### src/acvt_pkg.sv
// Package with register map, field layout, fault codes and timing constants.
// Operation
// [RQ1] Program enables axis before starting a task
// [RQ2] New task starts only on execute rising edge
// [RQ3] Velocity magnitude within start/stop..max, or zero
// [RQ4] Direction 0 sign, 1 positive, 2 negative
// [RQ5] Hold off: use supplied velocity and direction
// [RQ6] Hold on: keep velocity present at start
// [RQ7] Hold off: flag target speed when reached
// [RQ8] Hold on: flag target speed at start velocity
// [RQ9] Busy stays high while task executes
// [RQ10] Aborted flag when another task interrupts
// [RQ11] Error raises fault code and detail words
// [RQ12] Homing mode 3 and all moves abort task
// [RQ13] New task aborts all other active motion tasks
// [RQ14] Zero velocity acts as stop with deceleration
// [RQ15] Zero velocity: target flag at standstill, cycle
// [RQ16] Zero velocity: busy falls with target flag
// [RQ17] Execute high latches target flag and busy
// [RQ18] Start sets velocity task active bit
// [RQ19] Standstill sets steady rate bit
// [RQ20] Later motion task start updates both bits
// [RQ21] Ramp with accel/decel, then hold constant
// [RQ22] Bad velocity or direction raises error
package acvt_pkg;
    localparam logic [7:0] ACVT_CTRL_OFS = 8'h00;
    localparam logic [7:0] ACVT_VEL_OFS = 8'h04;
    localparam logic [7:0] ACVT_DIR_OFS = 8'h08;
    localparam logic [7:0] ACVT_VMIN_OFS = 8'h0C;
    localparam logic [7:0] ACVT_VMAX_OFS = 8'h10;
    localparam logic [7:0] ACVT_ACC_OFS = 8'h14;
    localparam logic [7:0] ACVT_DEC_OFS = 8'h18;
    localparam logic [7:0] ACVT_STAT_OFS = 8'h1C;
    localparam logic [7:0] ACVT_FAULT_OFS = 8'h20;
    localparam logic [7:0] ACVT_ACT_OFS = 8'h24;

    localparam int ACVT_CTRL_EXEC_BIT = 0;
    localparam int ACVT_CTRL_HOLD_BIT = 1;

    localparam int ACVT_ST_AT_SPEED = 0;
    localparam int ACVT_ST_BUSY = 1;
    localparam int ACVT_ST_ABORTED = 2;
    localparam int ACVT_ST_ERROR = 3;
    localparam int ACVT_ST_VTA = 4;
    localparam int ACVT_ST_STEADY = 5;

    localparam logic [31:0] ACVT_VEL_RST = 32'h0000000A;
    localparam logic [31:0] ACVT_VMIN_RST = 32'h00000001;
    localparam logic [31:0] ACVT_VMAX_RST = 32'h00000064;
    localparam logic [31:0] ACVT_ACC_RST = 32'h0000000A;
    localparam logic [31:0] ACVT_DEC_RST = 32'h0000000A;

    localparam logic [15:0] ACVT_DIR_SIGN = 16'h0000;
    localparam logic [15:0] ACVT_DIR_POS = 16'h0001;
    localparam logic [15:0] ACVT_DIR_NEG = 16'h0002;
    localparam logic [2:0] ACVT_HOME_ABORT_MODE = 3'h3;

    localparam logic [15:0] ACVT_FC_NONE = 16'h0000;
    localparam logic [15:0] ACVT_FC_PARAM = 16'h8001;
    localparam logic [15:0] ACVT_FC_DISABLED = 16'h8002;
    localparam logic [15:0] ACVT_FD_NONE = 16'h0000;
    localparam logic [15:0] ACVT_FD_VELOCITY = 16'h0001;
    localparam logic [15:0] ACVT_FD_DIRECTION = 16'h0002;
    localparam logic [15:0] ACVT_FD_AXIS = 16'h0003;

    localparam int ACVT_CLK_HZ = 25000000;
    localparam int ACVT_PROG_CYCLE_US = 1000;
    localparam int ACVT_PROG_CYCLE_CLKS =
        (ACVT_CLK_HZ / 1000000) * ACVT_PROG_CYCLE_US;

    typedef enum logic [1:0] {
        ACVT_IDLE,
        ACVT_RAMP,
        ACVT_CRUISE,
        ACVT_STOPPED
    } acvt_state_e;
endpackage

### src/acvt_top.sv
// Constant velocity move task controller with APB register access.
//
// Register access over APB and the register addresses were decided locally.
`timescale 1ns/1ps
`default_nettype none
module acvt_top #(
    parameter int PROG_CYCLE_CLKS = acvt_pkg::ACVT_PROG_CYCLE_CLKS
) (
    input wire logic pclk,
    input wire logic presetn,
    input wire logic psel,
    input wire logic penable,
    input wire logic pwrite,
    input wire logic [31:0] paddr,
    input wire logic [31:0] pwdata,
    output logic [31:0] prdata,
    output logic pready,
    output logic pslverr,
    input wire logic axis_enabled,
    input wire logic signed [31:0] axis_actual_velocity,
    input wire logic other_task_start,
    input wire logic other_task_is_homing,
    input wire logic [2:0] other_homing_mode,
    output logic signed [31:0] axis_velocity_cmd,
    output logic axis_drive_en,
    output logic abort_others,
    output logic velocity_task_active,
    output logic steady_rate_flag,
    output logic busy,
    output logic at_target_speed,
    output logic task_aborted,
    output logic task_error,
    output logic [15:0] fault_code,
    output logic [15:0] fault_detail
);
    import acvt_pkg::*;

    // =====================================================================
    // Helper functions
    // =====================================================================
    function automatic logic [31:0] mag(input logic signed [31:0] v);
        mag = v[31] ? 32'(-v) : 32'(v);
    endfunction

    // Moves v one step of at most acc (speeding up) or dec (slowing down).
    function automatic logic signed [31:0] step_toward(
        input logic signed [31:0] v,
        input logic signed [31:0] t,
        input logic [31:0] acc,
        input logic [31:0] dec
    );
        logic [31:0] lim;
        logic signed [32:0] diff;
        lim = 32'h0;
        diff = 33'sh0;
        if ((v == 32'sh0) || (v[31] == t[31] && mag(t) > mag(v))) begin
            lim = acc;
        end else begin
            lim = dec;
        end
        diff = 33'(t) - 33'(v);
        if (diff[32]) begin
            if (33'(-diff) <= 33'({1'b0, lim})) begin
                step_toward = t;
            end else begin
                step_toward = 32'(v - $signed(lim));
            end
        end else if (diff <= 33'({1'b0, lim})) begin
            step_toward = t;
        end else begin
            step_toward = 32'(v + $signed(lim));
        end
    endfunction

    // =====================================================================
    // APB register file
    // =====================================================================
    logic exec_r;
    logic hold_r;
    logic signed [31:0] vel_r;
    logic [15:0] dir_r;
    logic [31:0] vmin_r;
    logic [31:0] vmax_r;
    logic [31:0] acc_r;
    logic [31:0] dec_r;
    logic wr_en;
    logic rd_en;
    logic addr_ok;
    logic [7:0] ofs;

    assign ofs = paddr[7:0];
    assign addr_ok = (paddr[31:8] == 24'h0) && (paddr[1:0] == 2'h0) &&
                     (ofs <= ACVT_ACT_OFS);
    assign wr_en = psel && penable && pwrite && addr_ok;
    assign rd_en = psel && !penable && !pwrite;
    assign pready = 1'b1;
    assign pslverr = psel && penable && !addr_ok;

    always_ff @(posedge pclk or negedge presetn) begin
        if (!presetn) begin
            exec_r <= 1'b0;
            hold_r <= 1'b0;
            vel_r <= ACVT_VEL_RST;
            dir_r <= ACVT_DIR_SIGN;
            vmin_r <= ACVT_VMIN_RST;
            vmax_r <= ACVT_VMAX_RST;
            acc_r <= ACVT_ACC_RST;
            dec_r <= ACVT_DEC_RST;
        end else if (wr_en) begin
            case (ofs)
                ACVT_CTRL_OFS: begin
                    exec_r <= pwdata[ACVT_CTRL_EXEC_BIT];
                    hold_r <= pwdata[ACVT_CTRL_HOLD_BIT];
                end
                ACVT_VEL_OFS: vel_r <= pwdata;
                ACVT_DIR_OFS: dir_r <= pwdata[15:0];
                ACVT_VMIN_OFS: vmin_r <= pwdata;
                ACVT_VMAX_OFS: vmax_r <= pwdata;
                ACVT_ACC_OFS: acc_r <= pwdata;
                ACVT_DEC_OFS: dec_r <= pwdata;
                default: begin
                end
            endcase
        end
    end

    logic [31:0] rd_nxt;
    always_comb begin
        rd_nxt = 32'h0;
        case (ofs)
            ACVT_CTRL_OFS: begin
                rd_nxt[ACVT_CTRL_EXEC_BIT] = exec_r;
                rd_nxt[ACVT_CTRL_HOLD_BIT] = hold_r;
            end
            ACVT_VEL_OFS: rd_nxt = vel_r;
            ACVT_DIR_OFS: rd_nxt = {16'h0, dir_r};
            ACVT_VMIN_OFS: rd_nxt = vmin_r;
            ACVT_VMAX_OFS: rd_nxt = vmax_r;
            ACVT_ACC_OFS: rd_nxt = acc_r;
            ACVT_DEC_OFS: rd_nxt = dec_r;
            ACVT_STAT_OFS: begin
                rd_nxt[ACVT_ST_AT_SPEED] = at_target_speed;
                rd_nxt[ACVT_ST_BUSY] = busy;
                rd_nxt[ACVT_ST_ABORTED] = task_aborted;
                rd_nxt[ACVT_ST_ERROR] = task_error;
                rd_nxt[ACVT_ST_VTA] = velocity_task_active;
                rd_nxt[ACVT_ST_STEADY] = steady_rate_flag;
            end
            ACVT_FAULT_OFS: rd_nxt = {fault_detail, fault_code};
            ACVT_ACT_OFS: rd_nxt = axis_velocity_cmd;
            default: rd_nxt = 32'h0;
        endcase
    end

    // Read data is captured in the setup phase and stands in the access phase.
    always_ff @(posedge pclk or negedge presetn) begin
        if (!presetn) begin
            prdata <= 32'h0;
        end else if (rd_en) begin
            prdata <= rd_nxt;
        end
    end

    // =====================================================================
    // Start detection and parameter check
    // =====================================================================
    logic exec_d_r;
    logic start;
    logic [31:0] vmag;
    logic vel_ok;
    logic dir_ok;
    logic signed [31:0] tgt_nxt;

    always_ff @(posedge pclk or negedge presetn) begin
        if (!presetn) begin
            exec_d_r <= 1'b0;
        end else begin
            exec_d_r <= exec_r;
        end
    end

    assign start = exec_r && !exec_d_r; // see [RQ2]
    assign vmag = mag(vel_r);
    assign vel_ok = (vmag == 32'h0) ||
                    (vmag >= vmin_r && vmag <= vmax_r); // see [RQ3] [RQ22]
    assign dir_ok = (dir_r <= ACVT_DIR_NEG); // see [RQ22]

    always_comb begin
        if (hold_r) begin
            tgt_nxt = axis_actual_velocity; // see [RQ6]
        end else if (dir_r == ACVT_DIR_POS) begin
            tgt_nxt = vmag; // see [RQ4] [RQ5]
        end else if (dir_r == ACVT_DIR_NEG) begin
            tgt_nxt = 32'(-$signed(vmag)); // see [RQ4]
        end else begin
            tgt_nxt = vel_r; // see [RQ4]
        end
    end

    logic param_bad;
    logic start_ok;
    logic ext_abort;
    assign param_bad = !hold_r && (!vel_ok || !dir_ok);
    assign start_ok = start && !param_bad && axis_enabled; // see [RQ1]
    assign ext_abort = other_task_start && (!other_task_is_homing ||
                       other_homing_mode == ACVT_HOME_ABORT_MODE); // see [RQ12]

    // =====================================================================
    // Program cycle tick
    // =====================================================================
    logic [31:0] tick_cnt_r;
    logic tick;
    assign tick = (tick_cnt_r == 32'(PROG_CYCLE_CLKS - 1));

    always_ff @(posedge pclk or negedge presetn) begin
        if (!presetn) begin
            tick_cnt_r <= 32'h0;
        end else if (tick) begin
            tick_cnt_r <= 32'h0;
        end else begin
            tick_cnt_r <= tick_cnt_r + 32'h1;
        end
    end

    // =====================================================================
    // Task sequencer
    // =====================================================================
    acvt_state_e state_r;
    logic signed [31:0] tgt_r;
    logic zero_r;
    logic at_speed_now;
    logic stop_seen_r;
    assign at_speed_now = (axis_velocity_cmd == tgt_r);

    always_ff @(posedge pclk or negedge presetn) begin
        if (!presetn) begin
            state_r <= ACVT_IDLE;
            tgt_r <= 32'sh0;
            zero_r <= 1'b0;
            stop_seen_r <= 1'b0;
        end else if (start_ok) begin
            state_r <= ACVT_RAMP;
            tgt_r <= tgt_nxt;
            zero_r <= (tgt_nxt == 32'sh0); // see [RQ14]
            stop_seen_r <= 1'b0;
        end else if (ext_abort && state_r != ACVT_IDLE) begin
            state_r <= ACVT_IDLE; // see [RQ10]
        end else begin
            case (state_r)
                ACVT_RAMP: begin
                    if (at_speed_now) begin
                        state_r <= zero_r ? ACVT_STOPPED : ACVT_CRUISE;
                    end
                end
                ACVT_CRUISE: state_r <= ACVT_CRUISE; // see [RQ21]
                ACVT_STOPPED: begin
                    // Standstill flag shows until at least the next program cycle tick.
                    if (tick) begin
                        stop_seen_r <= 1'b1; // see [RQ15]
                    end
                    if (stop_seen_r && !exec_r) begin
                        state_r <= ACVT_IDLE; // see [RQ16] [RQ17]
                    end
                end
                default: state_r <= ACVT_IDLE;
            endcase
        end
    end

    assign busy = (state_r == ACVT_RAMP) || (state_r == ACVT_CRUISE) ||
                  (state_r == ACVT_STOPPED); // see [RQ9] [RQ16] [RQ17]
    assign at_target_speed = (state_r == ACVT_CRUISE) ||
                  (state_r == ACVT_STOPPED); // see [RQ7] [RQ8] [RQ15]
    assign axis_drive_en = busy;
    assign abort_others = start_ok; // see [RQ13] [RQ14]

    // =====================================================================
    // Velocity profile
    // =====================================================================
    always_ff @(posedge pclk or negedge presetn) begin
        if (!presetn) begin
            axis_velocity_cmd <= 32'sh0;
        end else if (start_ok) begin
            axis_velocity_cmd <= axis_actual_velocity; // see [RQ6]
        end else if (state_r == ACVT_RAMP && tick) begin
            axis_velocity_cmd <= step_toward(axis_velocity_cmd, tgt_r,
                                             acc_r, dec_r); // see [RQ21]
        end
    end

    // =====================================================================
    // Result flags, fault words and axis status bits
    // =====================================================================
    always_ff @(posedge pclk or negedge presetn) begin
        if (!presetn) begin
            task_aborted <= 1'b0;
        end else if (ext_abort && busy) begin
            task_aborted <= 1'b1; // see [RQ10]
        end else if (start) begin
            task_aborted <= 1'b0;
        end
    end

    always_ff @(posedge pclk or negedge presetn) begin
        if (!presetn) begin
            task_error <= 1'b0;
            fault_code <= ACVT_FC_NONE;
            fault_detail <= ACVT_FD_NONE;
        end else if (start) begin
            if (!axis_enabled) begin
                task_error <= 1'b1; // see [RQ11]
                fault_code <= ACVT_FC_DISABLED;
                fault_detail <= ACVT_FD_AXIS;
            end else if (param_bad) begin
                task_error <= 1'b1; // see [RQ11] [RQ22]
                fault_code <= ACVT_FC_PARAM;
                fault_detail <= vel_ok ? ACVT_FD_DIRECTION : ACVT_FD_VELOCITY;
            end else begin
                task_error <= 1'b0;
                fault_code <= ACVT_FC_NONE;
                fault_detail <= ACVT_FD_NONE;
            end
        end
    end

    always_ff @(posedge pclk or negedge presetn) begin
        if (!presetn) begin
            velocity_task_active <= 1'b0;
            steady_rate_flag <= 1'b0;
        end else if (start_ok) begin
            velocity_task_active <= 1'b1; // see [RQ18]
            steady_rate_flag <= 1'b0;
        end else if (other_task_start) begin
            velocity_task_active <= 1'b0; // see [RQ20]
            steady_rate_flag <= 1'b0;
        end else if (state_r == ACVT_RAMP && at_speed_now && zero_r) begin
            steady_rate_flag <= 1'b1; // see [RQ19]
        end
    end
endmodule
`default_nettype wire

### config.mk
export PLATFORM = sky130hd
export DESIGN_NAME = acvt_top
export DESIGN_NICKNAME = d
export VERILOG_FILES = /design/src/acvt_pkg.sv /design/src/acvt_top.sv
export SDC_FILE = /design/constraint.sdc
export NUM_CORES = 1
export LEC_CHECK = 0
export ABC_AREA = 1
export BUFFER_PORTS_ARGS = -buffer_cell sky130_fd_sc_hd__buf_2
export CORE_MARGIN = 2
export CORE_UTILIZATION = 41
export CTS_CLUSTER_SIZE = 14
export DETAILED_ROUTE_END_ITERATION = 7
export GPL_TIMING_DRIVEN = 0
export PLACE_DENSITY = 0.62
export SLEW_MARGIN = 0
export SYNTH_ARGS = -nofsm -noshare
export SYNTH_HDL_FRONTEND = slang
export SYNTH_SLANG_ARGS = --single-unit
export TNS_END_PERCENT = 20
### constraint.sdc
create_clock -name pclk -period 7.5 [get_ports pclk]
set_input_delay 0.75 -clock pclk [delete_from_list [all_inputs] [get_ports pclk]]
set_output_delay 0.75 -clock pclk [all_outputs]
set_load 0.01 [all_outputs]
---- Yosys cells after proc, flatten, opt, wreduce, memory -nomap -nowiden ----
Index checks and enable logic that the tools add are counted.
cells by class
  $add $sub $neg .......................... 9
  $mul .................................... 0
  divide/modulo/power cells ............... 0
  $lt $le $gt $ge ......................... 7
  equal/unequal tests ..................... 21
  shifts and indexed selects .............. 0
  muxes and demuxes ....................... 42
  bitwise gates (word level) .............. 0
  reduce and logical (&&, ||, !) cells .... 60
operators by type and width
  kind                                                                number
  32-bit two-way mux                                                  15
  26-bit case mux with 8 select lines                                 1
  32-bit negation                                                     4
  32-bit logical NOT                                                  3
  33-bit by 32-bit less-or-equal comparator with 1-bit output         2
  4-bit case mux with 9 select lines                                  1
  33-bit negation                                                     1
  32-bit by 32-bit subtractor with 33-bit output                      1
  32-bit by 1-bit adder with 32-bit output (second input constant)    1
  32-bit adder                                                        1
  32-bit by 15-bit == test with 1-bit output (second input constant)  1
  32-bit == test                                                      1
  8-bit by 5-bit == test with 1-bit output (second input constant)    4
  32-bit greater-or-equal comparator                                  1
  32-bit > comparator                                                 1
  32-bit less-or-equal comparator                                     1
  16-bit two-way mux                                                  2
  32-bit subtractor                                                   1
  24-bit logical NOT                                                  1
  1-bit logical AND                                                   21
  2-bit case mux with 10 select lines                                 1
  16-bit by 1-bit == test with 1-bit output (second input constant)   1
  16-bit by 2-bit == test with 1-bit output (second input constant)   1
  8-bit by 4-bit == test with 1-bit output (second input constant)    2
  other kinds (21)                                                    70
storage, ports and cells
  bits in registers ....................... 347
  bits in latches ......................... 0
  memory bits (writable) .................. 0
  memory bits (read-only) ................. 0
  input bits .............................. 107
  word-level logic and storage cells ...... 161
  memories ................................ 0

---- Depth between registers and ports, before layout ----
  word-level depth ........................ 17
  mapped depth ............................ 52
  gate-level depth less buffers ........... 49

---- Least setup slack after synthesis ----
Ideal clock, no wire load.
  kind .................................... register to register
  from .................................... reg axis_velocity_cmd[1]
  to ...................................... reg axis_velocity_cmd[28]
  setup time .............................. 0.116 ns
  arrival time ............................ 6.440 ns
  data required time ...................... 7.384 ns
  setup slack ............................. 0.944 ns
  cell stages (with the launch flop) ...... 50
  path buffers ............................ 4
  period minus slack after synthesis ...... 6.556 ns
  cells stage by stage .................... dfrtp_1 > inv_1 > ha_1 > nand3_1 > nor2_1 > nand2_1 > nor3_1 > inv_1 > nor4_1 > nand3_1 > o21ai_0 > o21ai_0 > nor2_1 > xor2_1 > ha_1 > nand2_1 > nor2_1 > nand4_1 > [... 14 more ...] > nand2_1 > nand2_1 > nand2_1 > nand2_1 > nand2_1 > nand2_1 > nand2_1 > nand2_1 > nand2_1 > nand2_1 > inv_1 > clkbuf_1 > clkbuf_1 > nand2_1 > o21ai_0 > nand3_1 > nand2_1 > nand2_1
on the way
  cells in the longest elaborated chain, start to end .. 13
  elaborated cells on any way between the ends .. 20
ends and longest elaborated chain
  what                                          RTL line                        RTL
  start: declaration                            acvt_top.sv:24                  output logic signed [31:0] axis_velocity_cmd,
  start signal: assignment                      acvt_top.sv:284                 axis_velocity_cmd <= axis_actual_velocity;
  start signal: assignment                      acvt_top.sv:286                 axis_velocity_cmd <= step_toward(axis_velocity_cmd, tgt_r,
  32-bit negation                               acvt_top.sv:42                  mag = v[31] ? 32'(-v) : 32'(v);
  32-bit two-way mux                            acvt_top.sv:42
  32-bit > comparator                           acvt_top.sv:56                  if ((v == 32'sh0) || (v[31] == t[31] && mag(t) > mag(v))) begin
  1-bit logical AND                             acvt_top.sv:56
  1-bit logical OR                              acvt_top.sv:56
  32-bit two-way mux                            acvt_top.sv:56
  32-bit two-way mux                            acvt_top.sv:285                 end else if (state_r == ACVT_RAMP && tick) begin
  32-bit two-way mux                            acvt_top.sv:283                 end else if (start_ok) begin
  32-bit adder (tied with other cells)          acvt_top.sv:71                  step_toward = 32'(v + $signed(lim));
  32-bit two-way mux, on equally long branches  acvt_top.sv:68, acvt_top.sv:63
  32-bit two-way mux (*)                        acvt_top.sv:62                  if (diff[32]) begin
  32-bit two-way mux (*)                        acvt_top.sv:285
  32-bit two-way mux (*)                        acvt_top.sv:283
Every way passes the cells marked *; elsewhere a longest branch is shown, timed or not. The select of a mux whose other input is x is not followed.
A chain may end at the register's enable or synchronous reset.

---- Final worst setup path ----
  from .................................... reg tgt_r[2]
  to ...................................... reg axis_velocity_cmd[28]
on the way
  cells in the longest elaborated chain, start to end .. 13
  elaborated cells on any way between the ends .. 19
ends and longest elaborated chain
  what                                          RTL line                        RTL
  start: declaration                            acvt_top.sv:229                 logic signed [31:0] tgt_r;
  start signal: assignment                      acvt_top.sv:243                 tgt_r <= tgt_nxt;
  32-bit negation                               acvt_top.sv:42
  32-bit two-way mux                            acvt_top.sv:42
  32-bit > comparator                           acvt_top.sv:56
  1-bit logical AND                             acvt_top.sv:56
  1-bit logical OR                              acvt_top.sv:56
  32-bit two-way mux                            acvt_top.sv:56
  32-bit two-way mux                            acvt_top.sv:285
  32-bit two-way mux                            acvt_top.sv:283
  32-bit adder (tied with other cells)          acvt_top.sv:71
  32-bit two-way mux, on equally long branches  acvt_top.sv:68, acvt_top.sv:63
  32-bit two-way mux (*)                        acvt_top.sv:62
  32-bit two-way mux (*)                        acvt_top.sv:285
  32-bit two-way mux (*)                        acvt_top.sv:283
Marks and branches as above.

==> run metrics <==
outcome=finished clean; Netlist cell types=63; Fill cells=7,793; area of the multi-input gates=19,900 sq um; Clock H-tree levels=2; clock power share=0.321; hold_buf cts=0; ranking of synthesized cells by area=dfrtp_1, nand2_1, ha_1; CP top delay family=simple AND/OR/NAND/NOR gates; main combinational cell family by area after synthesis=simple AND/OR/NAND/NOR gates; Worst setup SP type=flop; endpoints failing hold=0; Flop pwr share=0.298; Logic pwr share=0.381; power per standard cell area=174.0 nW/um^2; I/O Buffers=184; synthesized area=30,550 sq um; Crit path largest cell delay=460 ps; final cell count without fillers=5,897; post-synthesis mux area share=0.01032; Req. time, crit path=~8000 ps; largest net degree at the start of global routing=118; register area share after synthesis=0.2617; all-layer global routing usage=0.3297; achievable clock frequency=between 0.1 and 0.15 GHz; internal cell power=roughly 0.0036 W; switch share=0.4041; clock sinks=319; Final Cell Area=between 30,000 and 40,000 sq um; post-synth top area share=0.2531; first-pass GRT wire length=190,300 microns; max-cap viol count=0; DP Wirelength=108,000 microns; slowest cell on the critical path=dfrtp_2; max_slew headroom=0.2515; Final Cycle Share=0.9521; ys flop type=dfrtp_1; kind of critical path=reg2reg; Setup crit end kind=flop; DR vias=32,885; Num CTS Buffers=39; Post-synth EDFFs=0; DIE HEIGHT=277.0 microns; CTS tree=done; Worst Tran Pin Value=1094 ps; vias in the first global route=30,974; YS warnings=0; clk_skew=33.28 ps; clock buffer depth=3; 1st-iter DRT viols=3,276; WL final=approximately 130,000 microns; CTS root buf=clkbuf_16; worst path arrival time=7610 ps; Synth Area in XOR/XNOR=0.04787; die width=approximately 280 microns; Max rail drop VDD=0.1541 mV; CP max FO=10; Synth Area in Compound Gates=0.1745; Placed Area=32,860 sq um; Area Growth Syn to Fin=14.92%; min Tclk post-route=around 7100 ps; clk slew on worst S/H paths=60 ps; post-synthesis adder-cell area fraction=0.1105; syn avg cell area=6.610 sq um; Reg area=8000 sq um; I/O pin cnt=213; Net Sw Power=0.002468 W; Initial Util=0.4125; flop2flop setup slack=about 360 ps; TritonRoute pass-1 iters=6; final slew viol count=0; CP most frequent cell=nand2_1; gr ovfl total=0; leakage dissipation=18.43 nW; worst skew pair latency=600 ps; Synth async-reset ratio=1.000; Post-DRT Antenna Nets=0; Remaining DRCs=0; gp weighted congestion=1.036; post-synthesis simple-gate area fraction=0.2845; WL per Instance=approximately 22 microns; unrepaired setup endpoints after global routing=true; Syn Inst Count=4,622; # placed instances=5,804; cell taking the most area after synthesis=dfrtp_1; Setup-failing EPs final=0; #FFs+latches synth=~320; total power=0.006108 W; vias per cell=between 5 and 6; core box area=74,070 sq um; layout cell share with drive strength beyond 1=0.1281; Worst Hold Class=in2async; Bufs and invs on worst path=6; die area=76,720 sq um; Site Rows=100; initial antenna violation count=2; Nets=5,271
-- routing by layer --
metal  part of all wire  vias up  track usage
met5            0.00010        -            0
met4              0.066        2       0.1933
met3              0.071      294      0.03079
met2               0.45     1396       0.5314
met1               0.41    15478       0.4313
li1                   -    15715            -
-- cells by family (layout without fill, tap and decap cells) --
logic type	count (synthesis)	after routing
AND/OR/NAND/NOR	2048	2048
AO/OA/AOI/OAI	952	952
buffers and inverters	838	1117
flip-flops	319	319
adder cells (fa/ha/maj)	268	268
XOR/XNOR	167	167
multiplexers	28	28
other	2	29
-- sequential cells by signal, indices dropped and copies added, names as in the netlist, 2 cells and up --
name and count:
tick_cnt_r 32, state_r 2, vmin_r 32, vel_r 32
dec_r 32, fault_detail 2, axis_velocity_cmd 32, tgt_r 32
dir_r 16, acc_r 32, fault_code 3, prdata 32
vmax_r 32
-- final cells by class --
class,count,area share
sequential,319,0.2279
clock buffer,55,0.03179
multi-input combinational,3491,0.5669
tap,969,0.03453
buffer,167,0.02790
clock inverter,17,0.005238
timing repair buffer,215,0.03478
inverter,663,0.07099
antenna,1,0.00007127
-- power by group through the flow --
stage	clock, W	sequential (W)	combinational [W]
3_3_place_gp	0	0.00185	0.00208
6_report	0.00196	0.00182	0.00232
3_5_place_dp	0	0.00185	0.00209
4_1_cts	0.00200	0.00182	0.00218
2_1_floorplan	0	0.00183	0.00136
5_1_grt	0.00206	0.00182	0.00254
-- placed cells by master (no fill, tap or decap), drive strengths merged, types with 13 or more instances in the layout --
cell    count
o21ai     465
ha        265
nand3     262
o22ai      59
dfrtp     309
or2        26
nor3       66
nand4      64
buf       288
xor2      144
xnor2      23
conb       28
o21a       15
nor2      419
a221oi     13
a31oi      17
inv       663
nand2    1153
o41ai      20
nor4       38
a21oi     291
clkbuf    149
mux2       28
-- per-stage QoR --
stage                     hold WS, ps  setup WS, ps  setup TNS [ps]  utilization
final                           179.3         359.2               0       0.4740
after global routing            242.9        -46.55          -262.5       0.4740
after CTS                       207.4         4.846               0       0.4671
after detailed placement        411.7         -2542          -66340       0.4437
after global placement          412.8         -2628         -312730       0.4426
after floorplan                 369.0         943.6               0            -
-- final timing paths --
check | startpoint | to | cells after the start
max reg2reg | tgt_r[2] | axis_velocity_cmd[28] | 38
min reg2reg | exec_r | exec_d_r | 0
min | presetn | axis_velocity_cmd[22] | 1
max in group asynchronous | presetn | vmax_r[0] | 2
max | tgt_r[2] | axis_velocity_cmd[28] | 38
min in group pclk | other_task_start | velocity_task_active | 2
-- Yosys cell counts, drive strengths merged, types with 2 or more instances --
cell	n
fa	3
a21oi	291
mux2	28
nor3	66
a211oi	5
nand3b	10
o21bai	11
nor4	38
inv	659
a31o	2
a21boi	8
o211ai	11
nand4	64
buf	65
o21a	15
nand3	262
and3	2
o41ai	20
nor2	419
xnor2	23
a221oi	13
a31oi	17
a21o	8
nor3b	3
clkinv	4
or2	26
o221ai	7
a2111oi	2
o2111ai	10
o21ai	465
dfstp	10
o22ai	59
o31ai	6
dfrtp	309
conb	2
clkbuf	110
xor2	144
nand2	1153
ha	265
-- timing repair --
action / 4_1_cts / 5_1_grt
cloned: 0 / 1
endpoints found under the setup margin: 32 / 32
endpoints found under the hold margin: 0 / 0
pin swaps: 9 / 35
buffers inserted: 6 / 21
gates resized for setup: 147 / 102
No activity file was read; power rests on OpenSTA's default activity.
